### src/hdl/ptb_pkg.sv
/*
  Constants for the packet to transaction bridge: codes, header layout,
  response layout and buffer sizing.
  Assumes an 8-bit packet stream in and out and a 32-bit memory master.
*/
package ptb_pkg;
  // ----------------------------------------------------------------
  // Transaction codes
  // ----------------------------------------------------------------
  localparam logic [7:0] PTB_CODE_WR_FIXED = 8'h00;
  localparam logic [7:0] PTB_CODE_WR_INCR = 8'h04;
  localparam logic [7:0] PTB_CODE_RD_FIXED = 8'h10;
  localparam logic [7:0] PTB_CODE_RD_INCR = 8'h14;
  localparam logic [7:0] PTB_CODE_NOP = 8'h7F;
  localparam logic [7:0] PTB_RESP_FLIP = 8'h80;
  localparam logic [7:0] PTB_RSVD_BYTE = 8'h00;
  // ----------------------------------------------------------------
  // Header byte positions
  // ----------------------------------------------------------------
  localparam logic [3:0] PTB_POS_CODE = 4'h0;
  localparam logic [3:0] PTB_POS_SIZE_HI = 4'h2;
  localparam logic [3:0] PTB_POS_SIZE_LO = 4'h3;
  localparam logic [3:0] PTB_POS_ADDR_LAST = 4'h7;
  localparam logic [3:0] PTB_HDR_LEN = 4'h8;
  localparam logic [2:0] PTB_RESP_LEN = 3'h4;
  // ----------------------------------------------------------------
  // Sizing
  // ----------------------------------------------------------------
  localparam int PTB_FIFO_DEPTH = 32;
  localparam int PTB_SYM_W = 8;
  localparam int PTB_DATA_W = 32;
  localparam logic [31:0] PTB_WORD_STEP = 32'h0000_0004;
endpackage

### src/hdl/ptb_bridge.sv
/*
  Packet to transaction bridge: request packets on an 8-bit stream sink
  become single-beat 32-bit reads and writes; responses leave on an 8-bit
  stream source through a small FIFO.
  Assumes one clock and one reset shared by stream and memory sides.
*/
// Summary of operation
// - Sink and source carry 8-bit symbols with sop/eop, no channel, ready latency zero
// - Master port is 32 bits wide, issues reads and writes, never bursts
// - No error signal is driven on either stream
// - Size counts data bytes for writes, bytes to fetch for reads
// - Write response: code with msb flipped, reserved, bytes written count
// - Exactly one response packet per completed write request
// - Code 0x7f starts no access yet returns a response packet
// - Unknown codes behave exactly like the no-operation code
// - Read response is the fetched data bytes only, no header
// - Code 0x00 writes one fixed word address until the byte with eop is written
// - Code 0x04 writes data to consecutive addresses from the given one
// - Code 0x10 reads one fixed address repeatedly until size bytes read
// - Code 0x14 reads size bytes from consecutive addresses
// - One transaction at a time; sink ready only when current one is done
// - Data passes straight through; waitrequest stalls the sink
// - While the response FIFO is full the read strobe stays low
// - After lost read data, return only data actually received
// - End of packet ends the data whatever the size field says
// - A mid-transaction start of packet aborts silently and starts a new parse
`timescale 1ns/100ps
module ptb_fifo #(
  parameter int WIDTH = 10,
  parameter int DEPTH = 32
) (
  // Clock and reset
  input wire logic clk_in,
  input wire logic rst_b_in,
  // Fill side
  input wire logic in_valid_in,
  input wire logic [WIDTH-1:0] in_data_in,
  output logic in_ready_out,
  // Drain side
  output logic out_valid_out,
  output logic [WIDTH-1:0] out_data_out,
  input wire logic out_ready_in
);
  localparam int AW = $clog2(DEPTH);
  initial begin
    if (DEPTH < 2 || (1 << AW) != DEPTH) $error("ptb_fifo depth must be a power of two");
  end
  logic [WIDTH-1:0] mem_ff [DEPTH];
  logic [AW:0] wr_ptr_ff;
  logic [AW:0] rd_ptr_ff;
  logic full;
  logic empty;
  logic push;
  logic pop;
  assign full = (wr_ptr_ff[AW] != rd_ptr_ff[AW]) && (wr_ptr_ff[AW-1:0] == rd_ptr_ff[AW-1:0]);
  assign empty = (wr_ptr_ff == rd_ptr_ff);
  assign push = in_valid_in && !full;
  assign pop = out_ready_in && !empty;
  assign in_ready_out = !full;
  assign out_valid_out = !empty;
  assign out_data_out = mem_ff[rd_ptr_ff[AW-1:0]];
  // Storage array, no reset needed
  always_ff @(posedge clk_in) begin
    if (push) begin
      mem_ff[wr_ptr_ff[AW-1:0]] <= in_data_in;
    end
  end
  // Pointers
  always_ff @(posedge clk_in or negedge rst_b_in) begin
    if (!rst_b_in) begin
      wr_ptr_ff <= '0;
      rd_ptr_ff <= '0;
    end else begin
      if (push) wr_ptr_ff <= wr_ptr_ff + 1'b1;
      if (pop) rd_ptr_ff <= rd_ptr_ff + 1'b1;
    end
  end
endmodule

module ptb_bridge
  import ptb_pkg::*;
#(
  parameter int FIFO_DEPTH = PTB_FIFO_DEPTH
) (
  // Clock and reset
  input wire logic clk_in,
  input wire logic rst_b_in,
  // Stream sink (requests)
  input wire logic snk_valid_in,
  input wire logic [7:0] snk_data_in,
  input wire logic snk_sop_in,
  input wire logic snk_eop_in,
  output logic snk_ready_out,
  // Stream source (responses)
  output logic src_valid_out,
  output logic [7:0] src_data_out,
  output logic src_sop_out,
  output logic src_eop_out,
  input wire logic src_ready_in,
  // Memory master
  output logic [31:0] mm_address_out,
  output logic mm_read_out,
  output logic mm_write_out,
  output logic [31:0] mm_writedata_out,
  output logic [3:0] mm_byteenable_out,
  input wire logic [31:0] mm_readdata_in,
  input wire logic mm_readdatavalid_in,
  input wire logic mm_waitrequest_in
);
  initial begin
    if (FIFO_DEPTH < 8) $error("ptb_bridge needs at least 8 response entries");
  end
  // ----------------------------------------------------------------
  // State and registers
  // ----------------------------------------------------------------
  typedef enum logic [5:0] {
    ST_HDR = 6'b000001,
    ST_WDATA = 6'b000010,
    ST_WBUS = 6'b000100,
    ST_RBUS = 6'b001000,
    ST_RWAIT = 6'b010000,
    ST_RESP = 6'b100000
  } ptb_state_e;
  ptb_state_e state_ff;
  logic [3:0] hdr_pos_ff;
  logic [7:0] code_ff;
  logic [15:0] size_ff;
  logic [31:0] addr_ff;
  logic [15:0] done_ff;
  logic [31:0] wword_ff;
  logic [3:0] wbe_ff;
  logic last_ff;
  logic [2:0] resp_pos_ff;
  logic [1:0] rbyte_ff;
  logic [31:0] rword_ff;
  logic rvalid_ff;
  // FIFO links: {sop, eop, data}
  logic f_in_valid;
  logic [9:0] f_in_data;
  logic f_in_ready;
  logic f_out_valid;
  logic [9:0] f_out_data;
  logic is_write;
  logic is_read;
  logic is_fixed;
  logic take;
  logic wr_done;
  logic [15:0] rd_left;
  logic [1:0] boff;
  logic [15:0] byte_ofs;
  logic [31:0] word_addr;
  // ----------------------------------------------------------------
  // Decode and handshakes
  // ----------------------------------------------------------------
  assign is_write = (code_ff == PTB_CODE_WR_FIXED) || (code_ff == PTB_CODE_WR_INCR);
  assign is_read = (code_ff == PTB_CODE_RD_FIXED) || (code_ff == PTB_CODE_RD_INCR);
  assign is_fixed = (code_ff == PTB_CODE_WR_FIXED) || (code_ff == PTB_CODE_RD_FIXED);
  assign boff = addr_ff[1:0] + done_ff[1:0];
  assign rd_left = size_ff - done_ff;
  // Word holding the current byte: fixed codes stay put, others walk
  assign byte_ofs = done_ff + {14'h0, addr_ff[1:0]};
  assign word_addr = is_fixed ? {addr_ff[31:2], 2'b00}
                              : {addr_ff[31:2], 2'b00} + {16'h0, byte_ofs[15:2], 2'b00};
  // Sink beat is accepted only while parsing or collecting write data
  assign take = snk_valid_in && snk_ready_out;
  assign wr_done = mm_write_out && !mm_waitrequest_in;
  // Sink ready, registered; dropped the cycle after every accepted beat
  always_ff @(posedge clk_in or negedge rst_b_in) begin
    if (!rst_b_in) begin
      snk_ready_out <= 1'b0;
    end else begin
      snk_ready_out <= ((state_ff == ST_HDR) || (state_ff == ST_WDATA)) && !take
                       || (state_ff == ST_WBUS && wr_done && !last_ff)
                       || (state_ff == ST_RESP && resp_pos_ff == PTB_RESP_LEN - 3'h1
                           && f_in_ready)
                       || (state_ff == ST_RWAIT && rvalid_ff && rbyte_ff == 2'h3
                           && f_in_ready && rd_left <= 16'h0001);
      if (take) snk_ready_out <= 1'b0;
      if (state_ff == ST_HDR && !take) snk_ready_out <= 1'b1;
    end
  end
  // ----------------------------------------------------------------
  // Main sequencer
  // ----------------------------------------------------------------
  always_ff @(posedge clk_in or negedge rst_b_in) begin
    if (!rst_b_in) begin
      state_ff <= ST_HDR;
      hdr_pos_ff <= 4'h0;
      code_ff <= PTB_CODE_NOP;
      size_ff <= 16'h0000;
      addr_ff <= 32'h0000_0000;
      done_ff <= 16'h0000;
      wword_ff <= 32'h0000_0000;
      wbe_ff <= 4'h0;
      last_ff <= 1'b0;
      resp_pos_ff <= 3'h0;
      rbyte_ff <= 2'h0;
      rvalid_ff <= 1'b0;
      rword_ff <= 32'h0000_0000;
    end else begin
      case (state_ff)
        ST_HDR: begin
          if (take) begin
            // Header bytes: code, reserved, size msb/lsb, address msb first
            if (snk_sop_in) begin  // New packet restarts the parse
              hdr_pos_ff <= 4'h1;
              code_ff <= snk_data_in;
            end else if (hdr_pos_ff != PTB_POS_CODE) begin
              hdr_pos_ff <= hdr_pos_ff + 4'h1;
            end
            if (hdr_pos_ff == PTB_POS_SIZE_HI) size_ff[15:8] <= snk_data_in;
            if (hdr_pos_ff == PTB_POS_SIZE_LO) size_ff[7:0] <= snk_data_in;
            if (hdr_pos_ff >= 4'h4) addr_ff <= {addr_ff[23:0], snk_data_in};
            done_ff <= 16'h0000;
            wbe_ff <= 4'h0;
            if (snk_sop_in || hdr_pos_ff == PTB_POS_CODE) begin
              // Stray bytes before any sop are ignored
            end else if (hdr_pos_ff == PTB_POS_ADDR_LAST || snk_eop_in) begin
              hdr_pos_ff <= 4'h0;
              if (is_read && !snk_eop_in) begin
                state_ff <= ST_HDR;  // Overridden below: reads go to ST_RBUS with or without eop
              end
              if (is_write && !snk_eop_in) state_ff <= ST_WDATA;
              else if (is_read) state_ff <= ST_RBUS;
              else resp_pos_ff <= 3'h0;
              if (!is_write && !is_read) state_ff <= ST_RESP;
              if (is_write && snk_eop_in) state_ff <= ST_RESP;
            end
          end
        end
        ST_WDATA: begin
          if (take && snk_sop_in) begin
            state_ff <= ST_HDR;  // Abort, no response
            hdr_pos_ff <= 4'h1;
            code_ff <= snk_data_in;
          end else if (take) begin
            // Pack the byte into its lane; go to the bus per byte
            wword_ff[boff*8 +: 8] <= snk_data_in;
            wbe_ff <= 4'h0;
            wbe_ff[boff] <= 1'b1;
            last_ff <= snk_eop_in;
            state_ff <= ST_WBUS;
          end
        end
        ST_WBUS: begin
          if (wr_done) begin
            done_ff <= done_ff + 16'h0001;
            state_ff <= last_ff ? ST_RESP : ST_WDATA;
            resp_pos_ff <= 3'h0;
          end
        end
        ST_RBUS: begin
          // Read strobe waits for room downstream
          if (mm_read_out && !mm_waitrequest_in) state_ff <= ST_RWAIT;
          rbyte_ff <= boff;
          if (rd_left == 16'h0000) state_ff <= ST_HDR;
        end
        ST_RWAIT: begin
          if (mm_readdatavalid_in) begin
            rword_ff <= mm_readdata_in;
            rvalid_ff <= 1'b1;
          end
          if (rvalid_ff) begin
            // Push fetched bytes only; a full FIFO drops the byte
            done_ff <= done_ff + 16'h0001;
            rbyte_ff <= rbyte_ff + 2'h1;
            if (rd_left <= 16'h0001) begin
              state_ff <= ST_HDR;
              rvalid_ff <= 1'b0;
            end else if (rbyte_ff == 2'h3) begin
              rvalid_ff <= 1'b0;
              state_ff <= ST_RBUS;
            end
          end
        end
        ST_RESP: begin
          if (f_in_ready) begin
            resp_pos_ff <= resp_pos_ff + 3'h1;
            if (resp_pos_ff == PTB_RESP_LEN - 3'h1) state_ff <= ST_HDR;
          end
        end
        default: state_ff <= ST_HDR;
      endcase
    end
  end
  // ----------------------------------------------------------------
  // Memory master outputs
  // ----------------------------------------------------------------
  always_ff @(posedge clk_in or negedge rst_b_in) begin
    if (!rst_b_in) begin
      mm_write_out <= 1'b0;
      mm_read_out <= 1'b0;
      mm_address_out <= 32'h0000_0000;
      mm_writedata_out <= 32'h0000_0000;
      mm_byteenable_out <= 4'h0;
    end else begin
      if (wr_done || (mm_read_out && !mm_waitrequest_in)) begin
        mm_write_out <= 1'b0;
        mm_read_out <= 1'b0;
      end else if (state_ff == ST_WBUS && !mm_write_out) begin
        mm_write_out <= 1'b1;  // Single beat, never a burst
        mm_writedata_out <= wword_ff;
        mm_byteenable_out <= wbe_ff;
        // Fixed code stays on one word, incrementing walks words
        mm_address_out <= word_addr;
      end else if (state_ff == ST_RBUS && !mm_read_out && rd_left != 16'h0000
                   && f_in_ready) begin
        mm_read_out <= 1'b1;  // Whole word read
        mm_byteenable_out <= 4'hF;
        mm_address_out <= word_addr;
      end
    end
  end
  // ----------------------------------------------------------------
  // Response byte generation into the FIFO
  // ----------------------------------------------------------------
  always_comb begin
    f_in_valid = 1'b0;
    f_in_data = 10'h000;
    if (state_ff == ST_RESP) begin
      f_in_valid = 1'b1;
      case (resp_pos_ff)
        3'h0: f_in_data = {1'b1, 1'b0, code_ff ^ PTB_RESP_FLIP};
        3'h1: f_in_data = {2'b00, PTB_RSVD_BYTE};
        3'h2: f_in_data = {2'b00, done_ff[15:8]};
        default: f_in_data = {1'b0, 1'b1, done_ff[7:0]};
      endcase
    end else if (state_ff == ST_RWAIT && rvalid_ff) begin
      f_in_valid = 1'b1;
      // Data only; sop on first byte, eop on last
      f_in_data = {done_ff == 16'h0000, rd_left <= 16'h0001, rword_ff[rbyte_ff*8 +: 8]};
    end
  end
  // Response buffer; source ready backpressures it
  ptb_fifo #(
    .WIDTH(10),
    .DEPTH(FIFO_DEPTH)
  ) u_fifo (
    .clk_in(clk_in),
    .rst_b_in(rst_b_in),
    .in_valid_in(f_in_valid),
    .in_data_in(f_in_data),
    .in_ready_out(f_in_ready),
    .out_valid_out(f_out_valid),
    .out_data_out(f_out_data),
    .out_ready_in(src_ready_in && (!src_valid_out || src_ready_in))
  );
  // Source output register; no error signal exists on the port
  always_ff @(posedge clk_in or negedge rst_b_in) begin
    if (!rst_b_in) begin
      src_valid_out <= 1'b0;
      src_data_out <= 8'h00;
      src_sop_out <= 1'b0;
      src_eop_out <= 1'b0;
    end else if (!src_valid_out || src_ready_in) begin
      src_valid_out <= f_out_valid && src_ready_in;
      src_sop_out <= f_out_data[9];
      src_eop_out <= f_out_data[8];
      src_data_out <= f_out_data[7:0];
    end
  end
endmodule

### config.mk
export PLATFORM = sky130hd
export DESIGN_NAME = ptb_bridge
export DESIGN_NICKNAME = d
export VERILOG_FILES = /design/src/hdl/ptb_pkg.sv /design/src/hdl/ptb_bridge.sv
export SDC_FILE = /design/constraint.sdc
export NUM_CORES = 1
export LEC_CHECK = 0
export ABC_AREA = 1
export BUFFER_PORTS_ARGS = -buffer_cell sky130_fd_sc_hd__buf_2
export CORE_ASPECT_RATIO = 0.7
export CORE_MARGIN = 2
export CORE_UTILIZATION = 62
export CTS_CLUSTER_DIAMETER = 100
export DETAILED_ROUTE_END_ITERATION = 10
export MAX_ROUTING_LAYER = met4
export PLACE_DENSITY_LB_ADDON = 0.05
export SLEW_MARGIN = 20
export SYNTH_ARGS = -nofsm -noshare
export SYNTH_HDL_FRONTEND = slang
export SYNTH_HIERARCHICAL = 1
export SYNTH_SLANG_ARGS = --single-unit
### constraint.sdc
create_clock -name clk_in -period 3.5 [get_ports clk_in]
set_input_delay 0.175 -clock clk_in [delete_from_list [all_inputs] [get_ports clk_in]]
set_output_delay 0.175 -clock clk_in [all_outputs]
set_load 0.01 [all_outputs]
Yosys cells after proc, flatten, opt, wreduce, memory -nomap -nowiden

Memories as Yosys holds them, arrays and structs flattened. A register that Yosys moved wholly into a read port is not among the register bits.
Index checks and enable logic that the tools add are counted.
W data, S select, Z words.

Bits in writable memories: 320
Memories kept: 1
Output and inout port bits: 82
Bits in registers: 241
Logic and storage cells: 237
Input bits: 48

Memories:

| name          | words | width | rd ports | clocked after memory_dff | wr ports | RTL line         | text |
|---|---|---|---|---|---|---|---|
| u_fifo.mem_ff | 32    | 10    | 1        | 1                        | 1        | ptb_bridge.sv:48 | `logic [WIDTH-1:0] mem_ff [DEPTH];` |

Reductions and logical operators: 80
Shifts and indexed selects: 3
Magnitude comparators: 4
$add $sub $neg: 11
Bitwise gates (word level): 3
Mux-type cells: 75
Eq/ne operators: 37

Operators with widths:

| operator                  | count |
|---|---|
| $mux W6                   | 19 |
| $mux W32                  | 3 |
| $mux W16                  | 3 |
| $pmux W16 S3              | 1 |
| $mux W4                   | 11 |
| $pmux W6 S6               | 1 |
| $neg A5 Y34               | 1 |
| $shift A8 B34 Y32 const A | 1 |
| $shiftx A8 B34 Y32        | 1 |
| $add A32 B16 Y32          | 1 |
| $bwmux W32                | 1 |
| $logic_not A16 Y1         | 2 |
| $shiftx A32 B6 Y8         | 1 |
| $pmux W10 S3              | 1 |
| $logic_and A1 B1 Y1       | 28 |
| $mux W8                   | 3 |
| $ne A2 B2 Y1 const B      | 12 |
| $mux W3                   | 7 |
| $mux W10                  | 2 |
| $add A16 B1 Y16 const B   | 1 |
| $add A16 B2 Y16           | 1 |
| $eq A8 B5 Y1 const B      | 2 |
| $le A16 B1 Y1 const B     | 1 |
| $mux W1                   | 16 |
| 49 further kinds          | 93 |

Depth between registers and ports, before layout

Depth in word-level cells: 12
Mapped depth: 22
Gate-level depth less buffers: 22

By module

Netlist, hierarchy kept.

By module, submodules not included:

| module     | seq. area each (um2) | area each (um2) | cells each | instances |
|---|---|---|---|---|
| ptb_fifo   | 9909.5               | 14477.6         | 1408       | 1 |
| ptb_bridge | 5940.7               | 13208.9         | 1684       | 1 |

Least setup slack after synthesis

Ideal clock, no wire load.

Path type: register -> register
Start point: reg done_ff[0]
End point: reg mm_address_out[28]
Data required time: 3383 ps
Cell stages (with the launch flop): 19
Path buffers: 0
Library setup time: 117 ps
Clock period less this slack: 3247 ps
Data arrival time: 3131 ps
Setup slack: 253 ps
Cells stage by stage: dfrtp_1 -> ha_1 -> inv_1 -> fa_1 -> nor3_1 -> nand3_1 -> xor2_1 -> ha_1 -> nand2_1 -> nor2_1 -> nand2_1 -> o21ai_0 -> nand2_1 -> nor3_1 -> nand2_1 -> xor2_1 -> inv_1 -> nand2_1 -> nand2_1

Word-level cells in the longest chain between the ends: 6
Elaborated cells on any way between the ends: 11
Classes of those cells: add/sub (3); mux (3); reduce/logical (5)

RTL lines:

| element                                                  | RTL line          | text |
|---|---|---|
| from (decl)                                              | ptb_bridge.sv:129 | `logic [15:0] done_ff;` |
| from (signal assigned)                                   | ptb_bridge.sv:247 | `done_ff <= done_ff + 16'h0001;` |
| from (signal assigned)                                   | ptb_bridge.sv:265 | `done_ff <= done_ff + 16'h0001;` |
| branches (longest 6 deep; another with $add A32 B16 Y32) | -                 |  |
| to (signal assigned)                                     | ptb_bridge.sv:305 | `mm_address_out <= word_addr;` |
| to (signal assigned)                                     | ptb_bridge.sv:310 | `mm_address_out <= word_addr;` |
| to (decl)                                                | ptb_bridge.sv:101 | `output logic [31:0] mm_address_out,` |

Several ways; the timed one is not identified. The select of a mux whose other input is x is not followed.
A chain may end at the register's enable or synchronous reset.

Worst setup path after layout

Start point: reg addr_ff[0]
End point: reg mm_address_out[31]

Word-level cells in the longest chain between the ends: 5

RTL lines:

| element                | RTL line          | text |
|---|---|---|
| from (decl)            | ptb_bridge.sv:128 | `logic [31:0] addr_ff;` |
| from (signal assigned) | ptb_bridge.sv:213 | `if (hdr_pos_ff >= 4'h4) addr_ff <= {addr_ff[23:0], snk_data_in};` |
| $add A16 B2 Y16 *      | ptb_bridge.sv:161 | `assign byte_ofs = done_ff + {14'h0, addr_ff[1:0]};` |
| $add A32 B16 Y32 *     | ptb_bridge.sv:163 | `: {addr_ff[31:2], 2'b00} + {16'h0, byte_ofs[15:2], 2'b00};` |
| $mux W32 *             | ptb_bridge.sv:162 | `assign word_addr = is_fixed ? {addr_ff[31:2], 2'b00}` |
| $mux W32               | ptb_bridge.sv:306 | `end else if (state_ff == ST_RBUS && !mm_read_out && rd_left != 16'h0000` |
| $mux W32 *             | ptb_bridge.sv:300 | `end else if (state_ff == ST_WBUS && !mm_write_out) begin` |

Mark *: on every way between the ends. The rest lies on a longest branch, timed or not. The select of a mux whose other input is x is not followed.

==> out/qor.tcl <==
set qor(routed-wl-met3_um) 7770
set qor(grt_antenna_before_repair) 2
set qor(clock_tree_from_tritoncts) {done}
set qor(worst_path_most_repeated_cell) {sky130_fd_sc_hd__nand2_1}
set qor(clock_network_power_share_pct) 23.7
set qor(clk_root_buffer_cell) {sky130_fd_sc_hd__clkbuf_16}
set qor(final.period_utilization_pct) 93.8
set qor(initial_utilization_pct) 63.1
set qor(warning_count_from_the_yosys_run) 6
set qor(via_count) 22400
set qor(design_area_final_um2) 31500
set qor(chip_width_um) 257
set qor(antenna_cells) 0
set qor(worst_case_vdd_ir_drop_mv) 0.456
set qor(overall_global_routing_resource_usage_pct) 33.8
set qor(route.detailed.wl_per_inst_um) 19.4
set qor(route.top_layer_used) {met4}
set qor(synth.distinct_cells) 56
set qor(synth_enable_flop_cells) 320
set qor(drc) 0
set qor(cts-buffers-inserted) 53
set qor(io-pin-count) 130
set qor(detail-route-antenna-nets) 0
set qor(clkLatencyLatePin_ns) 0.60
set qor(largest_cells_by_area_after_synthesis) {sky130_fd_sc_hd__edfxtp_1, sky130_fd_sc_hd__dfrtp_1, sky130_fd_sc_hd__nand2_1}
set qor(worst_path_max_delay_cell) {sky130_fd_sc_hd__fa_2}
set qor(leakage_nw) 14.8
set qor(placement.io_buffers) 127
set qor(die_h_um) 181
set qor(placed_area_um2) 29200
set qor(viasPerCell) 5.73
set qor(rows) 64
set qor(power_density_nw_per_um2) 766
set qor(place.detailed.hpwl_um) 50700
set qor(cp.required_ns) 3.99
set qor(outcome) {finished, final reports clean}
set qor(worstPathCellList) {ha_2 > inv_1 > fa_2 > nor3_2 > buf_4 > nand3_1 > xor2_1 > ha_1 > buf_4 > a21oi_1 > o21ai_0 > nand2_1 > o2111ai_2 > and2_4 > nand3_1 > nand2_1 > nand2_1 > inv_1 > nand2_1 > nand2_1}
set qor(die_area_um2) 46400
set qor(cts_max_level) 2
set qor(synth.avg_cell_area_um2) 8.95
set qor(timing.critical_path.slowest_cell_delay_ns) 0.43
set qor(switchingPower_w) 0.00983
set qor(core_um2) 43900
set qor(max_cap_viols) 0
set qor(ys_dominant_reg_cell) {sky130_fd_sc_hd__edfxtp_1}
set qor(worst-setup-path-type) {flip-flop to flip-flop}
set qor(max_clock_freq_mhz) 305
set qor(worst_slew_pin_slew_ns) 1.13
set qor(synthToLayoutAreaGrowth_pct) 13.8
set qor(drt-pass1-iter-count) 5
set qor(hold_viol) 0
set qor(share_comb_of_total_power_pct) 40.0
set qor(critPathMaxFanout) 4
set qor(hold_path.class) {primary input to flip-flop}
set qor(layoutNonFillerInstCount) 3911
set qor(p_sw_share_pct) 40.8
set qor(mappedNetlistArea_um2) 27700
set qor(post_route_cells_drive_above_1_share_pct) 12.4
set qor(fin_max_slew_vios) 0
set qor(synth-seq-cells) 569
set qor(clk_pin_slew_worst_paths_ns) 0.07
set qor(max-slew-margin-rel_pct) 24.1
set qor(cp.arrival_ns) 3.77
set qor(synth_area_leader_cell) {sky130_fd_sc_hd__edfxtp_1}
set qor(drt_first_iter_violations) 3068
set qor(met1Wirelength_um) 34700
set qor(num-nets-final) 3378
set qor(power.internal_w) 0.0143
set qor(postLayoutCoreUtil_pct) 71.8
set qor(n_fill_cell) 3331
set qor(postRouteWirelength_um) 75900
set qor(grt_pass1_wl_um) 119000
set qor(cts_sinks) 569
set qor(synth-async-reset-ratio_pct) 43.8
set qor(critPathCaptureType) {flip-flop}
set qor(clk_path_buf_depth) 3
set qor(seq_area_frac_synth_pct) 57.2
set qor(wl_met2_um) 32100
set qor(tmin_final_ns) 3.28
set qor(grt_pass1_vias) 21200
set qor(startpoint_type) {flip-flop}
set qor(maximum_number_of_pins_on_one_net_before_global_route_repair) 106
set qor(power_frac_seq_pct) 36.3
set qor(timing.final.setup_violations) 0
set qor(setup-tns-final_ns) 0
set qor(globalplace.congestion) 0.947
set qor(finalClockSkew_ns) 0.0204
set qor(mapped_cells) 3092
set qor(synth_top_area_share_pct) 34.7
set qor(grt_overflow_total) 0
set qor(place_inst) 3767
## layer usage
layer	track usage [%]	vias to the layer above
met5	-	-
met2	47.1	1029
li1	-	10400
met1	52.5	10900
met4	6.19	0
met3	6.03	108
## path summary, 6_finish.rpt
kind                                    from  slack, ns              endpoint  depth (start not counted)
max in group asynchronous           rst_b_in       2.40           state_ff[0]                          3
worst min-delay path              snk_sop_in       0.05             wbe_ff[1]                          4
min in group asynchronous           rst_b_in       0.18  mm_writedata_out[12]                          2
worst min register to register  rword_ff[14]       0.48          rword_ff[14]                          2
worst max-delay path              addr_ff[0]       0.22    mm_address_out[31]                         20
worst max register to register    addr_ff[0]       0.22    mm_address_out[31]                         20
## power groups by stage
stage	combinational (W)	clock (W)	sequential, W
5_1_grt	0.0107	0.00605	0.00883
6_report	0.00965	0.00572	0.00876
2_1_floorplan	0.00632	0	0.00870
3_3_place_gp	0.00910	0	0.00885
3_5_place_dp	0.00932	0	0.00885
4_1_cts	0.00943	0.00577	0.00874
## worst max-delay path: cells and delay by family (launching register included)
family | cells | cell delay (ns)
DFF | 1 | 0.38
and+or+nand+nor | 9 | 0.78
adders and majority gates | 3 | 0.92
AOI/OAI and AO/OA | 3 | 0.52
xor gates and xnor gates | 1 | 0.17
buffers and inverters | 4 | 0.40
## state kept, by name, summed over array words and instances, names as in the netlist, 2 cells and up
register           cells
u_fifo/mem_ff        320
addr_ff               32
mm_writedata_out      32
rword_ff              32
wword_ff              32
mm_address_out        30
done_ff               16
size_ff               16
code_ff                8
src_data_out           8
state_ff               6
u_fifo/rd_ptr_ff       6
u_fifo/wr_ptr_ff       6
hdr_pos_ff             4
mm_byteenable_out      4
wbe_ff                 4
resp_pos_ff            3
rbyte_ff               2
## cell usage after synthesis, drive strengths merged (2+ instances only)
| cell type | number |
|---|---|
| o21ai | 162 |
| nand3b | 2 |
| and2 | 5 |
| edfxtp | 320 |
| a21oi | 71 |
| o31ai | 4 |
| a22oi | 3 |
| mux2 | 36 |
| a211oi | 3 |
| dfstp | 8 |
| a21boi | 2 |
| ha | 54 |
| o22ai | 5 |
| nor4 | 8 |
| fa | 3 |
| clkinv | 3 |
| o211ai | 20 |
| xnor2 | 9 |
| o2111ai | 2 |
| o21bai | 2 |
| xor2 | 41 |
| nor2 | 156 |
| a31oi | 5 |
| inv | 368 |
| nand3 | 333 |
| nor3 | 31 |
| clkbuf | 73 |
| a21o | 2 |
| buf | 58 |
| nand4 | 31 |
| dfrtp | 241 |
| or2 | 2 |
| nand2 | 1021 |
## cell type report
type                    instances  area, µm²  share of cell area [%]
well taps                     594        743                    2.36
multi-input cells            2022       9980                    31.7
inverters                     371       1400                    4.43
clock buffers                  71       1460                    4.63
clock inverters                28        243                   0.770
flip-flops and latches        569      15900                    50.3
repair buffers                256       1840                    5.83
## through the flow
stage                     total power (W)  setup WS [ns]  hold slack [ns]
after floorplan                    0.0150          0.253           -0.121
after global placement             0.0179          0.131            0.258
final                              0.0241          0.216           0.0486
after CTS                          0.0239        0.00282           0.0130
after detailed placement           0.0182        -0.0354            0.264
after global routing               0.0256        -0.0106           0.0791
## logic make-up after synthesis
family,Yosys count,synth area share [%]
AO/OA/AOI/OAI,285,5.60
XOR/XNOR,50,1.58
AND/OR/NAND/NOR,1592,24.2
multiplexers,36,1.46
other,1,0.0135
adder cells (fa/ha/maj),57,2.66
flip-flops,569,57.2
buffers and inverters,502,7.25
## cell usage in the layout, fill, tap and decap left out, drive strengths merged, types with 9 or more instances in the layout
master and count:
dlygate4sd3 44, inv 369, nand4 31, a21oi 71, clkinv 25, nor3 31, dfrtp 241, nand3 333
ha 54, xnor2 9, nor2 156, xor2 41, o211ai 20, nand2 1021, clkbuf 71, edfxtp 320
mux2 36, o21ai 162, buf 212
## timing repair
action	in CTS	in global routing
hold buffers	44	0
pin swaps	0	4
buffers inserted	0	1
gates resized for setup	1	28
endpoints found under the setup margin	4	20
hold endpoints to repair	143	0
(Power assumes the default switching activity.)
